[src/pcp_regs.vh]
`ifndef PCP_REGS_VH
`define PCP_REGS_VH
// ****************************************
// reset values and code fields
// ****************************************
`define PCP_RST_VALUE 8'h00
`define PCP_RST_DIR 8'h00
`define PCP_RST_OPT 8'h00
`define PCP_RST_EDGE 2'h0
// synchroniser reset level: the idle level of a pulled-up input
`define PCP_RST_LEVEL 1'b1
// register selects, shared by the write and read ports
`define PCP_SEL_A_VALUE 3'h0
`define PCP_SEL_A_DIR 3'h1
`define PCP_SEL_A_OPT 3'h2
`define PCP_SEL_B_VALUE 3'h3
`define PCP_SEL_B_DIR 3'h4
`define PCP_SEL_B_OPT 3'h5
`define PCP_SEL_EDGE 3'h6
// edge select bit positions, one per port
`define PCP_EDGE_A 0
`define PCP_EDGE_B 1
// port a analog lines 4..7, port b analog lines 2..3
`define PCP_A_ANALOG 8'hf0
`define PCP_B_ANALOG 8'h0c
// port b high sink lines 4..7
`define PCP_B_SINK 8'hf0
// port b serial lines
`define PCP_SCK_BIT 5
`define PCP_SIN_BIT 6
`define PCP_SERIAL_DATA_OUTPUT_BIT 7
// analog select vector width, one bit per analog line, 6 analog lines
`define PCP_ANA_N 6
`endif

[src/pcp_port.v]
`timescale 1ns/1ns
`include "pcp_regs.vh"
module pcp_port #(
  parameter A_W = 2,
  parameter B_W = 8
) (
  input wire clk_sys,
  input wire reset,
  input wire [2:0] wr_sel,
  input wire wr_en,
  input wire [7:0] wr_data,
  input wire [2:0] rd_sel,
  output reg [7:0] rd_data,
  input wire [A_W-1:0] pin_a_in,
  output wire [A_W-1:0] pin_a_out,
  output wire [A_W-1:0] pin_a_oe_n,
  output wire [A_W-1:0] pin_a_pullup,
  input wire [B_W-1:0] pin_b_in,
  output wire [B_W-1:0] pin_b_out,
  output wire [B_W-1:0] pin_b_oe_n,
  output wire [B_W-1:0] pin_b_pullup,
  output wire [B_W-1:0] pin_b_strong,
  output wire [`PCP_ANA_N-1:0] analog_sel,
  input wire serial_data_output,
  output wire serial_clock_line,
  output wire serial_data_input,
  output wire pin_irq
);
  // port a lines are the high lines 4..7 of an 8-bit map when A_W is 4
  // ****************************************
  // registers
  // ****************************************
  reg [B_W-1:0] port_a_value_reg_q, a_dir_q, a_opt_q;
  reg [B_W-1:0] port_b_value_reg_q, b_dir_q, b_opt_q;
  reg [1:0] edge_select_reg_q;
  reg [A_W-1:0] a_s1_q, a_s2_q, a_s3_q;
  reg [B_W-1:0] b_s1_q, b_s2_q, b_s3_q;
  reg [A_W-1:0] a_lvl_q;
  reg [B_W-1:0] b_lvl_q;
  reg irq_q;
  wire [A_W-1:0] a_irq_en, a_ana;
  wire [B_W-1:0] b_irq_en, b_ana;
  wire [A_W-1:0] a_pos, a_neg;
  wire [B_W-1:0] b_pos, b_neg;
  wire [A_W-1:0] a_lvl_d;
  wire [B_W-1:0] b_lvl_d;
  wire [A_W-1:0] a_hit;
  wire [B_W-1:0] b_hit;
  wire [3:0] a_ana4;
  always @(posedge clk_sys or posedge reset) begin
    if (reset) begin
      port_a_value_reg_q <= `PCP_RST_VALUE;
      a_dir_q <= `PCP_RST_DIR;
      a_opt_q <= `PCP_RST_OPT;
      port_b_value_reg_q <= `PCP_RST_VALUE;
      b_dir_q <= `PCP_RST_DIR;
      b_opt_q <= `PCP_RST_OPT;
      edge_select_reg_q <= `PCP_RST_EDGE;
    end else if (wr_en) begin
      // the unused select falls to the default and writes nothing
      case (wr_sel)
        `PCP_SEL_A_VALUE: port_a_value_reg_q <= wr_data;
        `PCP_SEL_A_DIR: a_dir_q <= wr_data;
        `PCP_SEL_A_OPT: a_opt_q <= wr_data;
        `PCP_SEL_B_VALUE: port_b_value_reg_q <= wr_data;
        `PCP_SEL_B_DIR: b_dir_q <= wr_data;
        `PCP_SEL_B_OPT: b_opt_q <= wr_data;
        `PCP_SEL_EDGE: edge_select_reg_q <= wr_data[1:0];
        default: edge_select_reg_q <= edge_select_reg_q;
      endcase
    end
  end
  // ****************************************
  // pin synchronisers
  // ****************************************
  always @(posedge clk_sys or posedge reset) begin
    if (reset) begin
      a_s1_q <= {A_W{`PCP_RST_LEVEL}};
      a_s2_q <= {A_W{`PCP_RST_LEVEL}};
      a_s3_q <= {A_W{`PCP_RST_LEVEL}};
      b_s1_q <= {B_W{`PCP_RST_LEVEL}};
      b_s2_q <= {B_W{`PCP_RST_LEVEL}};
      b_s3_q <= {B_W{`PCP_RST_LEVEL}};
      a_lvl_q <= {A_W{`PCP_RST_LEVEL}};
      b_lvl_q <= {B_W{`PCP_RST_LEVEL}};
      irq_q <= 1'b0;
    end else begin
      a_s1_q <= pin_a_in;
      a_s2_q <= a_s1_q;
      a_s3_q <= a_s2_q;
      b_s1_q <= pin_b_in;
      b_s2_q <= b_s1_q;
      b_s3_q <= b_s2_q;
      a_lvl_q <= a_lvl_d;
      b_lvl_q <= b_lvl_d;
      // one-cycle pulse per detected edge; the core latches it
      irq_q <= (|a_hit) | (|b_hit);
    end
  end
  // level changes only when stages two and three agree, filtering a glitch
  assign a_lvl_d = (a_s2_q & a_s3_q) | (a_lvl_q & (a_s2_q ^ a_s3_q));
  assign b_lvl_d = (b_s2_q & b_s3_q) | (b_lvl_q & (b_s2_q ^ b_s3_q));
  assign a_pos = a_lvl_d & ~a_lvl_q;
  assign a_neg = ~a_lvl_d & a_lvl_q;
  assign b_pos = b_lvl_d & ~b_lvl_q;
  assign b_neg = ~b_lvl_d & b_lvl_q;
  assign pin_irq = irq_q;
  // ****************************************
  // interrupt combine
  // ****************************************
  // only lines in the interrupt input code take part; a mode change is no edge
  assign a_hit = a_irq_en & (edge_select_reg_q[`PCP_EDGE_A] ? a_pos : a_neg);
  assign b_hit = b_irq_en & (edge_select_reg_q[`PCP_EDGE_B] ? b_pos : b_neg);
  // ****************************************
  // line decode
  // ****************************************
  genvar i;
  generate
    for (i = 0; i < A_W; i = i + 1) begin : g_a
      pcp_line #(.ANALOG((`PCP_A_ANALOG >> (i + 8 - A_W)) & 1), .SINK(0)) u_line (
        .dir(a_dir_q[i + 8 - A_W]),
        .opt(a_opt_q[i + 8 - A_W]),
        .val(port_a_value_reg_q[i + 8 - A_W]),
        .alt_en(1'b0),
        .alt_val(1'b0),
        .drive_oe_n(pin_a_oe_n[i]),
        .drive_out(pin_a_out[i]),
        .pullup_en(pin_a_pullup[i]),
        .irq_en(a_irq_en[i]),
        .analog_en(a_ana[i]),
        .strong_sink()
      );
    end
    for (i = 0; i < B_W; i = i + 1) begin : g_b
      pcp_line #(.ANALOG((`PCP_B_ANALOG >> i) & 1), .SINK((`PCP_B_SINK >> i) & 1)) u_line (
        .dir(b_dir_q[i]),
        .opt(b_opt_q[i]),
        .val(port_b_value_reg_q[i]),
        .alt_en(i == `PCP_SERIAL_DATA_OUTPUT_BIT),
        .alt_val(serial_data_output),
        .drive_oe_n(pin_b_oe_n[i]),
        .drive_out(pin_b_out[i]),
        .pullup_en(pin_b_pullup[i]),
        .irq_en(b_irq_en[i]),
        .analog_en(b_ana[i]),
        .strong_sink(pin_b_strong[i])
      );
    end
  endgenerate
  // ****************************************
  // converter select map
  // ****************************************
  // port a sits at the top of the 8-bit map; lines absent on a narrow port never select
  generate
    for (i = 0; i < 4; i = i + 1) begin : g_ana
      if (i + A_W >= 4) begin : g_line
        assign a_ana4[i] = a_ana[i + A_W - 4];
      end else begin : g_none
        // no such line on this port width
        assign a_ana4[i] = 1'b0;
      end
    end
  endgenerate
  // converter selects: port a lines 4..7 then port b lines 2..3; one at a time is software's duty
  assign analog_sel = {b_ana[3], b_ana[2], a_ana4};
  // ****************************************
  // serial lines
  // ****************************************
  // filtered levels only: the serial clock rate is limited by the filter delay
  assign serial_clock_line = b_lvl_q[`PCP_SCK_BIT];
  assign serial_data_input = b_lvl_q[`PCP_SIN_BIT];
  // ****************************************
  // read back
  // ****************************************
  wire [7:0] a_pins8 = {a_lvl_q, {(8-A_W){1'b0}}};
  // input lines read the filtered pin, output lines the latch
  function [7:0] pcp_rd_mix;
    input [7:0] latch;
    input [7:0] dir;
    input [7:0] pins;
    begin
      pcp_rd_mix = (latch & dir) | (pins & ~dir);
    end
  endfunction
  always @(posedge clk_sys or posedge reset) begin
    if (reset) begin
      rd_data <= 8'h00;
    end else begin
      case (rd_sel)
        `PCP_SEL_A_VALUE: rd_data <= pcp_rd_mix(port_a_value_reg_q, a_dir_q, a_pins8);
        `PCP_SEL_A_DIR: rd_data <= a_dir_q;
        `PCP_SEL_A_OPT: rd_data <= a_opt_q;
        `PCP_SEL_B_VALUE: rd_data <= pcp_rd_mix(port_b_value_reg_q, b_dir_q, b_lvl_q);
        `PCP_SEL_B_DIR: rd_data <= b_dir_q;
        `PCP_SEL_B_OPT: rd_data <= b_opt_q;
        `PCP_SEL_EDGE: rd_data <= {6'h00, edge_select_reg_q};
        default: rd_data <= 8'h00;
      endcase
    end
  end
endmodule // pcp_port

[src/pcp_line.v]
`timescale 1ns/1ns
// ****************************************
// one pin line: mode decode
// ****************************************
module pcp_line #(
  parameter ANALOG = 0,
  parameter SINK = 0
) (
  input wire dir,
  input wire opt,
  input wire val,
  input wire alt_en,
  input wire alt_val,
  output reg drive_oe_n,
  output reg drive_out,
  output reg pullup_en,
  output reg irq_en,
  output reg analog_en,
  output reg strong_sink
);
  always @* begin
    drive_oe_n = 1'b1;
    drive_out = 1'b0;
    pullup_en = 1'b0;
    irq_en = 1'b0;
    analog_en = 1'b0;
    strong_sink = 1'b0;
    case ({dir, opt, val})
      3'b000: pullup_en = 1'b1;
      3'b001: pullup_en = 1'b0;
      3'b010: begin
        pullup_en = 1'b1;
        irq_en = 1'b1;
      end
      3'b011: analog_en = (ANALOG != 0);
      3'b100, 3'b101: begin
        // open drain: only low is driven; serial out may replace the value
        drive_out = 1'b0;
        drive_oe_n = alt_en ? alt_val : val;
        strong_sink = (SINK != 0);
      end
      3'b110, 3'b111: begin
        drive_oe_n = 1'b0;
        drive_out = val;
        strong_sink = (SINK != 0);
      end
      default: drive_oe_n = 1'b1;
    endcase
  end
endmodule // pcp_line

[config.mk]
export PLATFORM = sky130hd
export DESIGN_NAME = pcp_port
export DESIGN_NICKNAME = d
export VERILOG_FILES = /design/src/pcp_port.v /design/src/pcp_line.v
export VERILOG_INCLUDE_DIRS = /design/src /design/src/src
export SDC_FILE = /design/constraint.sdc
export NUM_CORES = 1
export LEC_CHECK = 0
export ABC_CLOCK_PERIOD_IN_PS = 3300
export BUFFER_PORTS_ARGS = -buffer_cell sky130_fd_sc_hd__buf_2
export CORE_ASPECT_RATIO = 1.75
export CORE_UTILIZATION = 25
export DETAILED_ROUTE_END_ITERATION = 8
export SLEW_MARGIN = 20
export SYNTH_ARGS = -nofsm -noshare
export SYNTH_HDL_FRONTEND = slang
export SYNTH_SLANG_ARGS = --single-unit
[constraint.sdc]
create_clock -name clk_sys -period 3.3 [get_ports clk_sys]
set_input_delay 0.33 -clock clk_sys [delete_from_list [all_inputs] [get_ports clk_sys]]
set_output_delay 0.33 -clock clk_sys [all_outputs]
set_load 0.02 [all_outputs]
==> flow_summary.json, run 1 <==
{
  "yosysSeqAreaShare_pct": 52.4,
  "via_count": 3149,
  "starting_utilization_of_the_core_area_pct": 25.7,
  "slew_of_the_pin_with_the_lowest_slew_margin_ns": 0.802,
  "global_route.usage.total_pct": 12.4,
  "drt_first_pass_iters": 4,
  "n_antenna_cell": 0,
  "design.core.area_mm2": 0.0187,
  "detailed_placement_wirelength_estimate_um": 8610,
  "drv_slew": 0,
  "power_density_mw_per_mm2": 656,
  "wire_length_of_the_first_global_routing_pass_um": 18300,
  "cts_resized": 0,
  "yosysWarnings": 0,
  "layout.cells.most_common_list": "76 x sky130_fd_sc_hd__buf_2, 59 x sky130_fd_sc_hd__dfrtp_1, 53 x sky130_fd_sc_hd__mux2_2",
  "synth.lib_cells_used.distinct": 47,
  "timing.final.hold_violations": 0,
  "port_buffers": 76,
  "run_status": "complete, no violations",
  "max_clock_freq_ghz": 0.585,
  "worst-r2r-setup-slack_ns": 1.59,
  "syn_inst_count": 403,
  "area_taken_by_multi_input_logic_gates_mm2": 0.00185,
  "slew_headroom_pct": 46.5,
  "wirelength_met1_um": 4690,
  "ff_to_ff_end": "pin_irq$_DFF_PP0_",
  "rsz_0062_raised_after_global_routing": "no",
  "finalWirelength_um": 11800,
  "timing.critical_path.from_type": "flip-flop",
  "layout_commonest_cell": "sky130_fd_sc_hd__buf_2",
  "top_layer": "met4",
  "met2_wirelength_um": 6170,
  "clock_skew_ns": 0.0108,
  "via_count_of_the_first_global_routing_pass": 3234,
  "post_synth_edffs": 0,
  "clockBufferDepth": 2,
  "cts_hold_repair.buffers": 0,
  "stdcell_area_mm2": 0.00546,
  "netlist_area_mm2": 0.00482,
  "post-place-cells": 665,
  "critPathCapture": "pin_irq$_DFF_PP0_",
  "grt.overflow.total": 0,
  "clock-sinks": 99,
  "critPathMaxFanout": 19,
  "grt_antenna_before_repair": 0,
  "placement.cell_area_mm2": 0.00512,
  "worst_setup_path_startpoint": "edge_select_reg_q[1]$_DFFE_PP0P_",
  "clkSlewWorstSetupHoldPaths_ns": 0.07,
  "fp.dieW_um": 107,
  "p_total_mw": 3.58,
  "vias_per_cell": 4.62,
  "regToRegStartpoint": "edge_select_reg_q[1]$_DFFE_PP0P_",
  "numCtsBuffers": 9,
  "setup_viol": 0,
  "timing.final.crit_period_ns": 1.71,
  "cp-end-kind": "flip-flop",
  "layout_worst_path_cycle_share_pct": 51.8,
  "number_of_storage_elements_in_the_synthesis_netlist": 99,
  "final_nets": 476,
  "layout.area.seq_mm2": 0.00253,
  "finish.cell_count_without_fillers": 681,
  "fraction_of_layout_cells_with_a_size_suffix_above_1_pct": 44.9,
  "synth_area_per_cell_um2": 12.0,
  "cts_setup_buffers": 0,
  "timing.reg2reg.worst_path_depth": 4,
  "detailed_route_drc_error_count": 0,
  "route.detailed.wl_per_inst_um": 17.3,
  "rows": 66,
  "holdCritPathClass": "in2reg",
  "io_pins": 83,
  "detailroute.wirelength.met3_um": 567,
  "worst-setup-path-type": "reg2reg",
  "syn2layout_area_growth_pct": 13.3,
  "gp_routability_congestion": 0.750,
  "die_area_mm2": 0.0199,
  "first_iter_violations": 168,
  "fp.dieH_um": 186,
  "final.setup.tns_ns": 0,
  "maximum_number_of_pins_on_one_net_before_global_route_repair": 89,
  "total_leakage_power_nw": 2.45,
  "ys_dominant_reg_cell": "sky130_fd_sc_hd__dfrtp_1",
  "worstPathRequired_ns": 3.52,
  "synth_async_sr_flop_share_pct": 100,
  "worst_ir_drop_vdd_mv": 0.215,
  "cts-root-buf": "sky130_fd_sc_hd__clkbuf_16",
  "clk_latency_ns": 0.35,
  "max_cap_viol_count": 0,
  "number_of_antenna_violating_nets_in_the_routed_design": 0,
  "num-fill-cells": 1922,
  "cp_data_arrival_time_ns": 1.93,
  "clock_tree_from_tritoncts": "done",
  "cts_max_level": 3
}
## power by group
part           switching (mW)  internal, mW
combinational           0.429         0.331
clock                   0.476         0.694
sequential              0.225          1.43
## per-stage QoR
step / hold WS, ns / worst slack [ns] / util [%]
final: 0.0779 / 1.59 / 29.1
after global routing: 0.0636 / 1.46 / 29.1
after CTS: 0.0657 / 1.52 / 29.1
after detailed placement: 0.347 / 1.42 / 27.3
after global placement: 0.345 / 1.56 / 27.3
after floorplan: 0.334 / 0.446 / -
## cells by family (layout without fill, tap and decap cells)
group / count (synthesis) / in the layout / share of synthesized area [%]
flip-flops: 99 / 99 / 52.4
buffers and inverters: 75 / 110 / 9.73
AO/OA/AOI/OAI: 72 / 72 / 9.78
other: 1 / 6 / 0.0777
multiplexers: 60 / 60 / 13.8
AND/OR/NAND/NOR: 86 / 86 / 11.6
adder cells (fa/ha/maj): 10 / 10 / 2.59
## worst min-delay path by stage
stage	start	end	slack, ns	cells after the start
global route	pin_a_in[0]	a_s1_q[0]$_DFF_PP1_	0.06	1
global placement	a_s1_q[0]$_DFF_PP1_	a_s2_q[0]$_DFF_PP1_	0.35	0
floorplan	pin_a_in[0]	a_s1_q[0]$_DFF_PP1_	0.33	0
detailed placement	b_s1_q[0]$_DFF_PP1_	b_s2_q[0]$_DFF_PP1_	0.35	0
CTS	pin_b_in[3]	b_s1_q[3]$_DFF_PP1_	0.07	1
finish	pin_a_in[0]	a_s1_q[0]$_DFF_PP1_	0.08	1
## critical path, stage by stage (launching register included)
cell                       delay [ns]
sky130_fd_sc_hd__dfrtp_1         0.79
sky130_fd_sc_hd__nor4b_1         0.14
sky130_fd_sc_hd__o211ai_1        0.27
sky130_fd_sc_hd__o221ai_1        0.18
sky130_fd_sc_hd__nand4b_1        0.20
## flip-flops by register name (all words and copies together), names as in the netlist, 8 cells and up
signal and count:
b_s1_q 8, port_b_value_reg_q 8, rd_data 8, a_dir_q 8, b_s2_q 8, a_opt_q 8, b_dir_q 8, port_a_value_reg_q 8
b_opt_q 8, b_s3_q 8, b_lvl_q 8
## routing by layer
layer / vias to the layer above / GRT usage (%)
li1: 1468 / -
met1: 1578 / 14.2
met2: 85 / 21.6
met3: 18 / 3.29
met4: 0 / 5.32
met5: - / 0
## synthesized netlist by cell type (3+ instances only)
| master | count | area share (%) |
|---|---|---|
| sky130_fd_sc_hd__a21o_1 | 10 | 1.6 |
| sky130_fd_sc_hd__a21oi_1 | 6 | 0.62 |
| sky130_fd_sc_hd__a22oi_1 | 5 | 0.78 |
| sky130_fd_sc_hd__a31oi_1 | 7 | 0.91 |
| sky130_fd_sc_hd__a32oi_1 | 3 | 0.54 |
| sky130_fd_sc_hd__and3_1 | 10 | 1.3 |
| sky130_fd_sc_hd__and3b_1 | 4 | 0.73 |
| sky130_fd_sc_hd__buf_2 | 4 | 0.42 |
| sky130_fd_sc_hd__buf_4 | 44 | 6.8 |
| sky130_fd_sc_hd__clkbuf_1 | 8 | 0.62 |
| sky130_fd_sc_hd__dfrtp_1 | 59 | 31 |
| sky130_fd_sc_hd__dfstp_2 | 40 | 22 |
| sky130_fd_sc_hd__ha_1 | 10 | 2.6 |
| sky130_fd_sc_hd__inv_1 | 17 | 1.3 |
| sky130_fd_sc_hd__mux2_2 | 53 | 12 |
| sky130_fd_sc_hd__mux2i_1 | 7 | 1.5 |
| sky130_fd_sc_hd__nand2_1 | 17 | 1.3 |
| sky130_fd_sc_hd__nand3_1 | 3 | 0.31 |
| sky130_fd_sc_hd__nand4b_1 | 4 | 0.73 |
| sky130_fd_sc_hd__nor2_1 | 17 | 1.3 |
| sky130_fd_sc_hd__nor4b_1 | 7 | 1.3 |
| sky130_fd_sc_hd__o211ai_1 | 4 | 0.62 |
| sky130_fd_sc_hd__o21ai_0 | 23 | 2.4 |
| sky130_fd_sc_hd__o221ai_1 | 5 | 0.91 |
| sky130_fd_sc_hd__o22ai_1 | 3 | 0.39 |
| sky130_fd_sc_hd__or2b_2 | 3 | 0.54 |
| sky130_fd_sc_hd__or3b_2 | 3 | 0.54 |
## cell type report
class,count,share of cell area [%]
inverter,17,1.26
timing repair buffer,77,7.10
clock buffer,10,4.37
tap,238,5.45
clock inverter,6,1.76
multi-input combinational,234,33.8
sequential,99,46.3
Power figures use the tool's default switching activity.
==> inputs of run 2 (changes only) <==
--- a/config.mk
+++ b/config.mk
@@ -6,7 +6,8 @@
 export SDC_FILE = /design/constraint.sdc
 export NUM_CORES = 1
 export LEC_CHECK = 0
-export ABC_CLOCK_PERIOD_IN_PS = 3300
+export ABC_AREA = 1
+export ABC_CLOCK_PERIOD_IN_PS = 1400
 export BUFFER_PORTS_ARGS = -buffer_cell sky130_fd_sc_hd__buf_2
 export CORE_ASPECT_RATIO = 1.75
 export CORE_UTILIZATION = 25
==> constraint.sdc (replaced) <==
create_clock -name clk_sys -period 1.4 [get_ports clk_sys]
set_input_delay 0.14 -clock clk_sys [delete_from_list [all_inputs] [get_ports clk_sys]]
set_output_delay 0.14 -clock clk_sys [all_outputs]
set_load 0.02 [all_outputs]
==> run 2 against run 1 <==
Effect of this change:
- the run now ends with negative setup slack left
- largest power group unchanged
- largest cell class unchanged
- highest routed layer unchanged
- sequential power increased by 130%
- clock skew decreased by 0.0039 ns
- register-to-register slack got worse by 1.5 ns
- global-route usage increased by 1.2 points
- clock power increased by 98%
==> flow_summary.json, run 2 <==
{
  "clockBufferDepth": 2,
  "ff_to_ff_end": "pin_irq$_DFF_PP0_",
  "synth.lib_cells_used.distinct": 26,
  "die_area_mm2": 0.0196,
  "final_critical_path_setup_slack_ns": -0.0515,
  "design.core.area_mm2": 0.0187,
  "synth_top_area_share_pct": 31.0,
  "seqPwrFrac_pct": 42.7,
  "clk_latency_ns": 0.35,
  "slew_headroom_pct": 66.2,
  "route.detailed.wl_per_inst_um": 14.3,
  "switching_share_pct": 33.5,
  "syn_inst_count": 551,
  "layout_worst_path_cycle_share_pct": 104,
  "max_clock_freq_ghz": 0.689,
  "finalWirelength_um": 12900,
  "drt_first_pass_iters": 4,
  "port_buffers": 76,
  "synth_most_common_cell": "sky130_fd_sc_hd__nand2_1",
  "regToRegStartpoint": "b_s2_q[5]$_DFF_PP1_",
  "power_density_mw_per_mm2": 1340,
  "clock-sinks": 99,
  "rsz_0062_raised_after_global_routing": "yes",
  "worst_ir_drop_vdd_mv": 0.605,
  "gp_routability_congestion": 0.841,
  "drv_slew": 0,
  "power.combinational.fraction_pct": 30.8,
  "clock_skew_ns": 0.00683,
  "total_switching_power_mw": 2.94,
  "yosysWarnings": 0,
  "numCtsBuffers": 9,
  "holdCritPathClass": "in2reg",
  "finish.cell_count_without_fillers": 900,
  "total_leakage_power_nw": 3.07,
  "timing.critical_path.from_type": "flip-flop",
  "post-place-cells": 838,
  "worst-r2r-setup-slack_ns": 0.06,
  "cp_data_arrival_time_ns": 1.31,
  "synth_area_per_cell_um2": 8.65,
  "io_pins": 83,
  "post_synth_edffs": 0,
  "timing.final.hold_violations": 0,
  "ys_dominant_reg_cell": "sky130_fd_sc_hd__dfrtp_1",
  "slew_of_the_pin_with_the_lowest_slew_margin_ns": 0.506,
  "netlist_area_mm2": 0.00477,
  "via_count_of_the_first_global_routing_pass": 3872,
  "cts-root-buf": "sky130_fd_sc_hd__clkbuf_16",
  "clkSlewWorstSetupHoldPaths_ns": 0.07,
  "fp.dieW_um": 106,
  "via_count": 3913,
  "intPower_mw": 5.82,
  "grt_antenna_before_repair": 0,
  "cts_max_level": 3,
  "starting_utilization_of_the_core_area_pct": 25.5,
  "timing.final.crit_period_ns": 1.45,
  "synth_top_cells_by_count": "131 x sky130_fd_sc_hd__nand2_1, 83 x sky130_fd_sc_hd__o21ai_0, 64 x sky130_fd_sc_hd__inv_1",
  "fp.dieH_um": 185,
  "timing.reg2reg.worst_path_depth": 8,
  "worst-setup-path-type": "reg2out",
  "global_route.usage.total_pct": 13.6,
  "final_nets": 695,
  "max_cap_viol_count": 0,
  "fraction_of_layout_cells_with_a_size_suffix_above_1_pct": 43.2,
  "worst_hold_path.num_cells": 3,
  "yosysSeqAreaShare_pct": 53.0,
  "layout.cells.most_common_list": "122 x sky130_fd_sc_hd__nand2_1, 76 x sky130_fd_sc_hd__o21ai_0, 55 x sky130_fd_sc_hd__buf_4",
  "fin_hold_ws_ns": 0.151,
  "worstPathRequired_ns": 1.26,
  "critPathMaxFanout": 5,
  "layout_commonest_cell": "sky130_fd_sc_hd__nand2_1",
  "maximum_number_of_pins_on_one_net_before_global_route_repair": 25,
  "number_of_storage_elements_in_the_synthesis_netlist": 99,
  "violations": "negative setup slack",
  "hp-start": "wr_data[3]",
  "synth.area.top_cells": "sky130_fd_sc_hd__dfrtp_1 31%, sky130_fd_sc_hd__dfstp_2 22%, sky130_fd_sc_hd__nand2_1 10%, sky130_fd_sc_hd__o21ai_0 8.7%, sky130_fd_sc_hd__buf_4 6.9%",
  "clock_power_share_pct": 26.5,
  "num-fill-cells": 1947,
  "vias_per_cell": 4.35,
  "rows": 66,
  "number_of_antenna_violating_nets_in_the_routed_design": 0,
  "synth.largest_area_cell": "sky130_fd_sc_hd__dfrtp_1",
  "first_iter_violations": 180,
  "detailed_placement_wirelength_estimate_um": 9480,
  "wire_length_of_the_first_global_routing_pass_um": 20000,
  "setup_viol": 9,
  "run_status": "finished, violations left",
  "timing.hold.worst_endpoint": "b_opt_q[3]$_DFFE_PP0P_",
  "p_total_mw": 8.76,
  "syn2layout_area_growth_pct": 36.7,
  "cp-end-kind": "output port",
  "synth_async_sr_flop_share_pct": 100,
  "n_antenna_cell": 0,
  "grt.overflow.total": 0,
  "detailed_route_drc_error_count": 0,
  "clock_tree_from_tritoncts": "done"
}
run 2: cell types whose count changed in the layout (fill, tap and decap cells not counted), moves of 16 or more:
| cell | before | now |
|---|---|---|
| sky130_fd_sc_hd__buf_6 | 0 | 29 |
| sky130_fd_sc_hd__o21ai_0 | 23 | 76 |
| sky130_fd_sc_hd__inv_1 | 16 | 48 |
| sky130_fd_sc_hd__buf_4 | 1 | 55 |
| sky130_fd_sc_hd__nand2_1 | 17 | 122 |
| sky130_fd_sc_hd__inv_2 | 0 | 17 |
| sky130_fd_sc_hd__mux2_2 | 53 | 0 |
| sky130_fd_sc_hd__nand3_1 | 3 | 19 |
| sky130_fd_sc_hd__buf_2 | 76 | 51 |
run 2: kinds of logic after synthesis:
| family | share of synthesized area (%) |
|---|---|
| and+or+nand+nor | 19.3 |
| buffers and inverters | 13.9 |
| AOI/OAI and AO/OA | 11.0 |
| DFF | 53.0 |
| adders and majority gates | 2.62 |
| other | 0.0787 |
run 2: critical path, stage by stage (launching register included):
cell and delay, ns:
sky130_fd_sc_hd__dfrtp_1 0.41, sky130_fd_sc_hd__buf_6 0.15, sky130_fd_sc_hd__nor3_4 0.17, sky130_fd_sc_hd__or2_4 0.13, sky130_fd_sc_hd__buf_6 0.10
run 2: what timing repair did:
action                     CTS  global route
buffers inserted            27             8
setup endpoints to repair   16            27
hold endpoints to repair    14             0
pin swaps                   18            27
gates resized for setup     81            90
hold buffers                11             0
gates cloned                 0             0
run 2: stage by stage:
| stage | setup slack, ns | util, % | instance area [um2] | TNS (ns) |
|---|---|---|---|---|
| after floorplan | 0.117 | - | 4790 | 0 |
| after global placement | -0.0286 | 28.4 | 5300 | -0.0286 |
| after detailed placement | -0.0270 | 28.4 | 5300 | -0.0270 |
| after CTS | -0.0569 | 33.0 | 6150 | -0.253 |
| after global routing | -0.111 | 34.9 | 6520 | -0.870 |
| final | -0.0515 | 34.9 | 6520 | -0.230 |
run 2: power groups by stage:
| stage | combinational, mW | sequential [mW] | clock (mW) |
|---|---|---|---|
| after floorplan | 1.43 | 3.68 | 0 |
| after global placement | 1.85 | 3.69 | 0 |
| after detailed placement | 1.87 | 3.69 | 0 |
| after CTS | 2.42 | 3.69 | 2.41 |
| after global routing | 2.95 | 3.81 | 2.53 |
| final | 2.70 | 3.74 | 2.32 |
run 2: area by class of cell:
cell class	count	area [um2]	share of cell area, %
flip-flops and latches	99	2550	39.1
multi-input cells	330	1970	30.2
repair buffers	149	1160	17.9
well taps	238	298	4.57
inverters	68	262	4.01
clock buffers	10	239	3.67
clock inverters	6	41.3	0.634
run 2: routing by layer:
layer,part of all wire (%),global-route usage (%)
met1,38,14.6
met2,53,23.7
met3,4.1,2.90
met4,4.9,9.44
met5,0,0
run 2: worst max-delay path by stage:
stage / from / to / slack, ns / depth (start not counted)
after floorplan: reset / a_dir_q[0]$_DFFE_PP0P_ / 0.12 / 1
after global placement: b_s2_q[5]$_DFF_PP1_ / pin_irq$_DFF_PP0_ / -0.03 / 8
after detailed placement: b_s2_q[5]$_DFF_PP1_ / pin_irq$_DFF_PP0_ / -0.03 / 8
after CTS: b_opt_q[3]$_DFFE_PP0P_ / pin_b_pullup[3] / -0.06 / 4
after global routing: b_opt_q[3]$_DFFE_PP0P_ / pin_b_pullup[3] / -0.11 / 4
final: b_dir_q[2]$_DFFE_PP0P_ / pin_b_pullup[2] / -0.05 / 4
